$ cat src/rtl/dcsp_map.vh
// constants for the synthesizer programming-port controller
// Notes on behaviour
// divide load: code 10, D-1 LSB first
// multiply load: code 11, M-1 LSB first
// commit: single 0 bit, one-cycle enable
// divide, multiply, commit; two idle between loads
// one idle cycle before commit
// wait for programming complete high
// new frequency valid once lock rises
// loaded values replace static multiply, divide
// one enable per slave, watch each complete
// fixed spread modulates at input over 1024
// fixed spread output must exceed 50 MHz
// soft spread needs continuous reprogramming logic; here left to software re-running the sequencer
// soft spread static multiply 7, divide 2/4
// soft spread modes fast, medium, slow
// free-run: lock tied to output hold input
// reference must toggle steadily until lock
// new reference clock requires reset
// hold synthesizer reset three reference cycles
// stopped-reference status not sticky
// lost lock needs reset to reacquire
// sample enable and data on shift clock rise
`ifndef DCSP_MAP_VH
`define DCSP_MAP_VH
// ****************************************
// register offsets
// ****************************************
`define DCSP_REG_CTRL    8'h00
`define DCSP_REG_VALUES  8'h04
`define DCSP_REG_STATUS  8'h08
`define DCSP_REG_SPREAD  8'h0c
// ****************************************
// field positions
// ****************************************
`define DCSP_CTRL_GO     0
`define DCSP_CTRL_RST    1
`define DCSP_CTRL_HOLD   2
`define DCSP_CTRL_FREE   3
`define DCSP_ST_BUSY     0
`define DCSP_ST_DONE     1
`define DCSP_ST_LOCK     2
`define DCSP_ST_STOP     3
`define DCSP_ST_LOST     4
`define DCSP_ST_SEL_LO   8
// ****************************************
// command codes, timing and reset values
// ****************************************
`define DCSP_CODE_LOAD_DIVISOR_CMD  2'b10
`define DCSP_CODE_LOAD_MULTIPLIER_CMD  2'b11
`define DCSP_CMD_BITS    10
`define DCSP_GAP_DM      2
`define DCSP_GAP_MG      1
`define DCSP_RST_CYC     3
`define DCSP_RST_VAL     32'h00000000
`define DCSP_VAL_RST     32'h00000601
`define DCSP_D1_RST      8'h01
`define DCSP_M1_RST      8'h06
`endif

$ cat src/rtl/dcsp_shift_reg.v
// serial frame shifter for one programming command
`timescale 1ns/1ps
`default_nettype none
module dcsp_shift_reg #(
  parameter WIDTH = 10
) (
  input  wire             ref_clk,
  input  wire             rst_b,
  input  wire             load,
  input  wire [WIDTH-1:0] loadData,
  input  wire             shift,
  output wire             serialBit
);
  reg [WIDTH-1:0] data_q;
  assign serialBit = data_q[0];
  always @(posedge ref_clk or negedge rst_b) begin
    if (!rst_b) begin
      data_q <= {WIDTH{1'b0}};
    end else if (load) begin
      data_q <= loadData;
    end else if (shift) begin
      data_q <= {1'b0, data_q[WIDTH-1:1]};
    end
  end
endmodule
`default_nettype wire

$ cat src/rtl/dcsp_prog_master.v
// programming master for a dynamically programmable clock synthesizer
`timescale 1ns/1ps
`default_nettype none
`include "dcsp_map.vh"
module dcsp_prog_master #(
  parameter NSLAVE = 1,
  parameter SELW   = 1
) (
  input  wire              ref_clk,
  input  wire              rst_b,
  // ahb-lite slave
  input  wire              hsel,
  input  wire [31:0]       haddr,
  input  wire [1:0]        htrans,
  input  wire              hwrite,
  input  wire [2:0]        hsize,
  input  wire [31:0]       hwdata,
  input  wire              hready,
  output wire              hreadyout,
  output wire              hresp,
  output reg  [31:0]       hrdata,
  // synthesizer pins
  output reg               prog_shift_clock,
  output reg  [NSLAVE-1:0] prog_frame_enable,
  output wire              prog_serial_in,
  input  wire [NSLAVE-1:0] prog_complete,
  input  wire [NSLAVE-1:0] synth_locked,
  input  wire [NSLAVE-1:0] ref_stopped,
  output reg               synth_reset,
  output reg               output_hold_input,
  output reg  [1:0]        spread_mode
);
  // ****************************************
  // states
  // ****************************************
  localparam [2:0] ST_IDLE = 3'd0;
  localparam [2:0] ST_LOAD_DIVISOR_CMD = 3'd1;
  localparam [2:0] ST_GAP1 = 3'd2;
  localparam [2:0] ST_LOAD_MULTIPLIER_CMD = 3'd3;
  localparam [2:0] ST_GAP2 = 3'd4;
  localparam [2:0] ST_GO = 3'd5;
  localparam [2:0] ST_WAIT = 3'd6;
  localparam [2:0] ST_RST = 3'd7;

  // ****************************************
  // pin synchronisers
  // ****************************************
  reg [NSLAVE-1:0] doneS1_q, doneS2_q, lockS1_q, lockS2_q;
  reg [NSLAVE-1:0] stopS1_q, stopS2_q;
  always @(posedge ref_clk or negedge rst_b) begin
    if (!rst_b) begin
      doneS1_q <= {NSLAVE{1'b0}};
      doneS2_q <= {NSLAVE{1'b0}};
      lockS1_q <= {NSLAVE{1'b0}};
      lockS2_q <= {NSLAVE{1'b0}};
      stopS1_q <= {NSLAVE{1'b0}};
      stopS2_q <= {NSLAVE{1'b0}};
    end else begin
      doneS1_q <= prog_complete;
      doneS2_q <= doneS1_q;
      lockS1_q <= synth_locked;
      lockS2_q <= lockS1_q;
      stopS1_q <= ref_stopped;
      stopS2_q <= stopS1_q;
    end
  end

  // ****************************************
  // registers
  // ****************************************
  reg [7:0]      dMinus1_q, mMinus1_q;
  reg [SELW-1:0] sel_q;
  reg            hold_q, free_q, lost_q, lockD_q;
  reg [1:0]      spread_q;
  reg [2:0]      state_q;
  reg            clkPh_q;
  reg [3:0]      bitCnt_q;
  reg [1:0]      rstCnt_q;
  reg            goReq, rstReq;
  reg            goPend_q, rstPend_q;

  // ahb-lite: address phase captured, zero wait states
  reg        wrPend_q;
  reg [7:0]  wrAddr_q;
  wire       acc = hsel & htrans[1] & hready;
  assign hreadyout = 1'b1;
  assign hresp     = 1'b0;
  always @(posedge ref_clk or negedge rst_b) begin
    if (!rst_b) begin
      wrPend_q <= 1'b0;
      wrAddr_q <= 8'h00;
    end else begin
      wrPend_q <= acc & hwrite;
      if (acc) begin
        wrAddr_q <= haddr[7:0];
      end
    end
  end

  function [0:0] sel_bit;
    input [NSLAVE-1:0] vec;
    input [SELW-1:0]   idx;
    begin
      sel_bit = vec[idx];
    end
  endfunction

  // one enable per slave; a plain shift of a padded one breaks at one slave
  function [NSLAVE-1:0] one_hot;
    input [SELW-1:0] idx;
    integer k;
    begin
      for (k = 0; k < NSLAVE; k = k + 1) begin
        one_hot[k] = (idx == k);
      end
    end
  endfunction

  wire curDone = sel_bit(doneS2_q, sel_q);
  wire curLock = sel_bit(lockS2_q, sel_q);
  wire curStop = sel_bit(stopS2_q, sel_q);
  wire busy    = (state_q != ST_IDLE) | goPend_q | rstPend_q;

  always @* begin
    goReq  = wrPend_q & (wrAddr_q == `DCSP_REG_CTRL) & ~busy
             & hwdata[`DCSP_CTRL_GO];
    rstReq = wrPend_q & (wrAddr_q == `DCSP_REG_CTRL) & ~busy
             & hwdata[`DCSP_CTRL_RST];
  end

  always @(posedge ref_clk or negedge rst_b) begin
    if (!rst_b) begin
      dMinus1_q <= `DCSP_D1_RST;
      mMinus1_q <= `DCSP_M1_RST;
      sel_q     <= {SELW{1'b0}};
      hold_q    <= 1'b0;
      free_q    <= 1'b0;
      spread_q  <= 2'b00;
    end else if (wrPend_q) begin
      case (wrAddr_q)
        `DCSP_REG_CTRL: begin
          hold_q <= hwdata[`DCSP_CTRL_HOLD];
          free_q <= hwdata[`DCSP_CTRL_FREE];
        end
        `DCSP_REG_VALUES: begin
          if (!busy) begin
            dMinus1_q <= hwdata[7:0];
            mMinus1_q <= hwdata[15:8];
            sel_q     <= hwdata[16 +: SELW];
          end
        end
        // fixed spread needs M/D giving over 50 MHz; software must check
        `DCSP_REG_SPREAD: spread_q <= hwdata[1:0];
        default: ;
      endcase
    end
  end

  // lost lock stays flagged until a reset sequence
  always @(posedge ref_clk or negedge rst_b) begin
    if (!rst_b) begin
      lockD_q <= 1'b0;
      lost_q  <= 1'b0;
    end else begin
      lockD_q <= curLock;
      if (lockD_q & ~curLock) begin
        lost_q <= 1'b1;
      end else if (state_q == ST_RST) begin
        lost_q <= 1'b0;
      end
    end
  end

  // read data latched at the address phase, so it stands steady through
  // the data phase even while status pins move
  reg [31:0] rdMux;
  always @* begin
    rdMux = 32'h00000000;
    case (haddr[7:0])
      `DCSP_REG_CTRL: begin
        rdMux[`DCSP_CTRL_HOLD] = hold_q;
        rdMux[`DCSP_CTRL_FREE] = free_q;
      end
      `DCSP_REG_VALUES: rdMux[15:0] = {mMinus1_q, dMinus1_q};
      `DCSP_REG_STATUS: begin
        rdMux[`DCSP_ST_BUSY] = busy;
        rdMux[`DCSP_ST_DONE] = curDone;
        rdMux[`DCSP_ST_LOCK] = curLock;
        rdMux[`DCSP_ST_STOP] = curStop;
        rdMux[`DCSP_ST_LOST] = lost_q;
      end
      `DCSP_REG_SPREAD: rdMux[1:0] = spread_q;
      default: rdMux = 32'h00000000;
    endcase
  end

  always @(posedge ref_clk or negedge rst_b) begin
    if (!rst_b) begin
      hrdata <= 32'h00000000;
    end else if (acc & ~hwrite) begin
      hrdata <= rdMux;
    end
  end

  // ****************************************
  // serial sequencer
  // ****************************************
  // the shift clock is ref_clk divided by two; data and enable change
  // on its falling edge so the slave samples them mid-bit
  wire fallEdge = clkPh_q;
  wire riseNext = ~clkPh_q;

  // a request may land on either shift-clock phase, so it is parked here
  // until the next falling edge; reset wins over a go in the same write
  always @(posedge ref_clk or negedge rst_b) begin
    if (!rst_b) begin
      goPend_q  <= 1'b0;
      rstPend_q <= 1'b0;
    end else begin
      if (goReq) begin
        goPend_q <= 1'b1;
      end else if (fallEdge & (state_q == ST_IDLE)) begin
        goPend_q <= 1'b0;
      end
      if (rstReq) begin
        rstPend_q <= 1'b1;
      end else if (fallEdge & (state_q == ST_IDLE)) begin
        rstPend_q <= 1'b0;
      end
    end
  end
  reg        shLoad, shShift;
  reg [9:0]  shData;
  always @* begin
    shLoad  = 1'b0;
    shShift = 1'b0;
    shData  = 10'h000;
    if (fallEdge) begin
      case (state_q)
        ST_IDLE: if (goPend_q & ~rstPend_q) begin
          shLoad = 1'b1;
          shData = {dMinus1_q, 2'b01};
        end
        ST_GAP1: if (bitCnt_q == `DCSP_GAP_DM - 1) begin
          shLoad = 1'b1;
          shData = {mMinus1_q, 2'b11};
        end
        ST_GAP2: if (bitCnt_q == `DCSP_GAP_MG - 1) begin
          shLoad = 1'b1;
          shData = 10'h000;
        end
        default: shShift = (state_q == ST_LOAD_DIVISOR_CMD) | (state_q == ST_LOAD_MULTIPLIER_CMD);
      endcase
    end
  end

  dcsp_shift_reg #(.WIDTH(`DCSP_CMD_BITS)) uShift (
    .ref_clk   (ref_clk),
    .rst_b     (rst_b),
    .load      (shLoad),
    .loadData  (shData),
    .shift     (shShift),
    .serialBit (prog_serial_in)
  );

  always @(posedge ref_clk or negedge rst_b) begin
    if (!rst_b) begin
      state_q           <= ST_IDLE;
      clkPh_q           <= 1'b0;
      bitCnt_q          <= 4'd0;
      rstCnt_q          <= 2'd0;
      prog_shift_clock  <= 1'b0;
      prog_frame_enable <= {NSLAVE{1'b0}};
      synth_reset       <= 1'b0;
      output_hold_input <= 1'b0;
      spread_mode       <= 2'b00;
    end else begin
      clkPh_q          <= ~clkPh_q;
      prog_shift_clock <= riseNext;
      // soft spread relies on software re-running this sequencer
      spread_mode      <= spread_q;
      // free-run ties lock back to the hold input; hold only follows lock,
      // so the reference must keep running until lock is seen
      output_hold_input <= free_q ? curLock : hold_q;
      if (fallEdge) begin
        case (state_q)
          ST_IDLE: begin
            if (rstPend_q) begin
              state_q     <= ST_RST;
              rstCnt_q    <= 2'd0;
              synth_reset <= 1'b1;
            end else if (goPend_q) begin
              state_q  <= ST_LOAD_DIVISOR_CMD;
              bitCnt_q <= 4'd0;
              prog_frame_enable <= one_hot(sel_q);
            end
          end
          ST_LOAD_DIVISOR_CMD: begin
            if (bitCnt_q == `DCSP_CMD_BITS - 1) begin
              state_q  <= ST_GAP1;
              bitCnt_q <= 4'd0;
              prog_frame_enable <= {NSLAVE{1'b0}};
            end else begin
              bitCnt_q <= bitCnt_q + 4'd1;
            end
          end
          ST_GAP1: begin
            if (bitCnt_q == `DCSP_GAP_DM - 1) begin
              state_q  <= ST_LOAD_MULTIPLIER_CMD;
              bitCnt_q <= 4'd0;
              prog_frame_enable <= one_hot(sel_q);
            end else begin
              bitCnt_q <= bitCnt_q + 4'd1;
            end
          end
          ST_LOAD_MULTIPLIER_CMD: begin
            if (bitCnt_q == `DCSP_CMD_BITS - 1) begin
              state_q  <= ST_GAP2;
              bitCnt_q <= 4'd0;
              prog_frame_enable <= {NSLAVE{1'b0}};
            end else begin
              bitCnt_q <= bitCnt_q + 4'd1;
            end
          end
          ST_GAP2: begin
            if (bitCnt_q == `DCSP_GAP_MG - 1) begin
              state_q <= ST_GO;
              prog_frame_enable <= one_hot(sel_q);
            end else begin
              bitCnt_q <= bitCnt_q + 4'd1;
            end
          end
          ST_GO: begin
            state_q <= ST_WAIT;
            prog_frame_enable <= {NSLAVE{1'b0}};
          end
          ST_WAIT: begin
            if (curDone) begin
              state_q <= ST_IDLE;
            end
          end
          ST_RST: begin
            // counted in shift-clock periods, well over three ref cycles
            if (rstCnt_q == `DCSP_RST_CYC - 1) begin
              state_q     <= ST_IDLE;
              synth_reset <= 1'b0;
            end else begin
              rstCnt_q <= rstCnt_q + 2'd1;
            end
          end
          default: state_q <= ST_IDLE;
        endcase
      end
    end
  end
endmodule
`default_nettype wire

$ cat config.mk
export PLATFORM = sky130hd
export DESIGN_NAME = dcsp_prog_master
export DESIGN_NICKNAME = d
export VERILOG_FILES = /design/src/rtl/dcsp_shift_reg.v /design/src/rtl/dcsp_prog_master.v
export VERILOG_INCLUDE_DIRS = /design/src /design/src/rtl
export SDC_FILE = /design/constraint.sdc
export NUM_CORES = 1
export LEC_CHECK = 0
export ABC_AREA = 1
export CAP_MARGIN = 10
export CORE_ASPECT_RATIO = 1.2
export CORE_UTILIZATION = 68
export DETAILED_ROUTE_END_ITERATION = 16
export DONT_BUFFER_PORTS = 1
export GPL_ROUTABILITY_DRIVEN = 0
export PLACE_DENSITY = 0.84
export SLEW_MARGIN = 20
export SYNTH_ARGS = -nofsm -noshare
export SYNTH_HDL_FRONTEND = slang
export SYNTH_SLANG_ARGS = --single-unit
$ cat constraint.sdc
create_clock -name ref_clk -period 2.35 [get_ports ref_clk]
set_input_delay 0.235 -clock ref_clk [delete_from_list [all_inputs] [get_ports ref_clk]]
set_output_delay 0.235 -clock ref_clk [all_outputs]
set_load 0.02 [all_outputs]
==> flow_results.org <==
** Critical path
- The most critical setup path has its startpoint at state_q[1].
- Data on the critical path is required at its endpoint by 2620 ps.
- STA classifies the critical path endpoint as a flip-flop.
- The worst setup path is of the flip-flop to flip-flop kind.
- Critical Path AT :: 2040 ps
- Type of origin of the critical path :: flip-flop
- Worst reg2reg startpoint :: state_q[1]
- Maximum fanout along the worst path :: 19

** Routing
- Via count of the routed design :: 3,136
- In this run, the number of DRC markers left after iteration 0 of detailed routing was 254.
- The final layout contains routed wiring with a total length of 8.006 mm.
- After detailed routing, the average wire length per cell comes to 14.48 um.
- Using the TritonRoute via totals, the vias-per-cell ratio works out to 5.671.
- Count of antenna-violating nets left after detailed routing :: 0
- For this run, design rule violations remaining after detail routing come to 0.
- For this run, the detailed router's first-pass iteration total came to 9.

** Hold path
- Worst Hold Class :: input port to flip-flop
- Launch instance of the worst min-delay path :: hwdata[5]

** Global route
- The number of global-route vias before repair is 3,078.
- Global routing usage summed across all routing layers :: 29.86%
- In the global route stage, met3 resource usage came out at 5.042%.
- Maximum number of pins on one net before global-route repair :: 82
- Summed over all layers, the global routing overflow is 0.
- Global-route track usage on met1 :: 37.73%
- Met2 track demand over resource :: 49.91%
- Initial antenna violation count :: 0
- GRT busiest layer :: met2
- The first global-routing pass estimated 13.68 mm of wire.

** Timing
- Setup violations remaining at the end of the flow were counted as 0.
- In this run the tightest slew margin relative to its limit is 63.01%.
- Actual transition at the worst max-transition pin :: 554.2 ps
- Worst setup skew after layout :: 9.087 ps
- Total negative slack for setup checks :: 0 ps
- Final worst-path setup slack :: 583.7 ps
- Setup repair after global routing left no endpoint under its margin.
- Clock period minus worst slack :: 1766 ps
- Endpoints failing hold :: 0
- Final period util :: 75.16%
- Max-slew violation count :: 0
- Achievable clock frequency :: 0.5662 GHz

** Finish
- The repair_antennas step left the layout with diodes totalling 0.
- Share of final-layout standard cells stronger than drive strength 1 :: 7.739%
- Synthesis-to-finish area growth :: 8.133%
- The top cell types in the final layout, fill and taps aside, are nand2_1, dfrtp_1, nand3_1.
- Commonest non-fill, non-tap cell in the layout :: nand2_1
- For this run, the post-layout net count is 567.
- Post-route cell area :: 4175 um^2

** Clock tree
- TritonCTS clock tree :: yes
- The longest clock path from root to sink contains 2 buffers.
- CTS Sinks :: 81
- Clock network latency to the later pin of the worst-skew pair :: 360 ps
- Reg clk slew, reported paths :: 80 ps
- CTS Buf Count :: 9
- CTS built an H-tree with a depth of 3.
- Clock tree synthesis selected as its root buffer the cell clkbuf_8.
- In this run the post-CTS setup repair buffer count came out at 0.

** Yosys
- Sequential area share after synthesis :: 52.59%
- Post-Synthesis Cell Area :: 3861 um^2
- In the synthesized netlist, the number of instances is 472.
- Ys Warns :: 0
- Post-Synthesis Mean Instance Area :: 8.181 um^2
- Total of flip-flops plus latches after synthesis :: 81
- Counting distinct cell types in the post-synthesis netlist gives 33.

** Floorplanning
- In this run the standard cell core region covers 5370 um^2.
- The die covers 5985 um^2.
- Measured along the x axis, the die boundary spans 70.79 um.
- The initial utilization of the core area, before any placement, comes to 71.90%.
- I/O pin cnt :: 118
- Row generation in the floorplan step produced 29 rows.
- From bottom edge to top edge, the die measures 84.55 um.

** Placed design
- Buffers placed on the I/O ports in this run total 0.
- Detailed placement finished with a half-perimeter wire length of 5.597 mm.
- Placement Setup Slack :: 642.6 ps
- Summing all placed instances gives a cell area of 3847 um^2.

** Status
- The run finished with clean final reports.

** Power
- For this design the static power due to leakage is 2.188 nW.
- Dividing total power by cell area gives a power density of 975.6 nW/um^2.
- The worst-case IR drop observed on VDD is 0.6373 mV.

** Flow run
- Across the run, the number of max-cap violations was 0.
where the power goes:
group	internal, mW	switching (mW)	leakage [nW]
Clock	0.602	0.516	0.103
Combinational	0.351	0.803	1.12
Sequential	1.61	0.192	0.965
Total	2.56	1.51	2.19
flip-flops by register name (all words and copies together), names as in the netlist, 2 cells and up:
| signal | cells |
|---|---|
| hrdata | 16 |
| uShift.data_q | 10 |
| dMinus1_q | 8 |
| mMinus1_q | 8 |
| wrAddr_q | 8 |
| bitCnt_q | 4 |
| state_q | 3 |
| rstCnt_q | 2 |
| spread_mode | 2 |
| spread_q | 2 |
layer usage:
layer / share of wire (%) / up-vias
met3: 5.0 / 21
met5: 0 / -
met4: 2.6 / 0
met1: 43 / 1490
met2: 50 / 115
li1: - / 1510
final timing paths:
path | to | slack [ps] | depth (start not counted)
setup / recovery | dMinus1_q[0] | 580 | 7
hold / removal | dMinus1_q[5] | 10 | 2
setup reg to reg | dMinus1_q[0] | 580 | 7
hold reg to reg | lockS2_q | 370 | 0
max in group asynchronous | mMinus1_q[2] | 1570 | 2
min in group asynchronous | rstCnt_q[1] | 420 | 2
cells in the mapped netlist:
master,number,area share [%]
a22oi_1,1,0.19
a21boi_0,1,0.19
nand3b_1,1,0.19
o21ai_0,36,4.7
o22ai_1,3,0.49
o211ai_1,1,0.19
buf_6,1,0.29
nand3_1,51,6.6
inv_1,42,4.1
nor2_8,1,0.52
a21oi_2,2,0.45
nor2_2,3,0.49
nand2_4,1,0.29
ha_1,4,1.3
conb_1,2,0.19
nor3_4,1,0.42
buf_4,19,3.7
and2_1,1,0.16
dfstp_2,3,2.0
o31ai_1,3,0.58
clkbuf_1,4,0.39
dfrtp_1,78,51
a21oi_1,7,0.91
a211oi_1,1,0.19
buf_2,1,0.13
nand4_1,5,0.81
nor2_1,26,2.5
xor2_1,2,0.45
nand2_1,157,15
clkinv_1,1,0.097
nor3_1,5,0.65
inv_2,5,0.49
nand2_2,3,0.49
stage by stage:
| step | cells | hold WS [ps] | power, mW | utilization, % |
|---|---|---|---|---|
| 6_report | 553 | 12.04 | 4.073 | 77.75 |
| 3_5_place_dp | 528 | -59.19 | 2.907 | 71.64 |
| 5_1_grt | 553 | 17.04 | 4.317 | 77.75 |
| 3_3_place_gp | 528 | -58.77 | 2.848 | 71.64 |
| 4_1_cts | 553 | 3.118 | 4.053 | 77.75 |
| 2_1_floorplan | 488 | -60.59 | 2.682 | - |
worst max-delay path: stages (launching register included):
cell and delay, ps:
dfrtp_1 440, nor2_1 180, nand2_2 140, nor3_4 180, inv_2 110, nor2_8 220, nand2_4 190, o21ai_0 220
what timing repair did:
action,CTS,global route
hold endpoints to repair,88,0
hold buffers,9,0
setup endpoints to repair,0,0
gates resized for setup,0,0
area by class of cell:
cell class,instances,area (um^2)
Clock inverter,6,92.59
Multi-Input combinational cell,334,1536
Fill cell,386,1195
Clock buffer,10,127.6
Timing Repair Buffer,12,130.1
Sequential cell,81,2031
Inverter,48,180.2
Tap cell,62,77.57
cell families after synthesis:
family,synth area share (%)
and+or+nand+nor,28.42
buffers and inverters,9.170
adders and majority gates,1.296
AOI/OAI and AO/OA,7.874
DFF,52.59
xor gates and xnor gates,0.4537
other,0.1945
(Power assumes the default switching activity.)
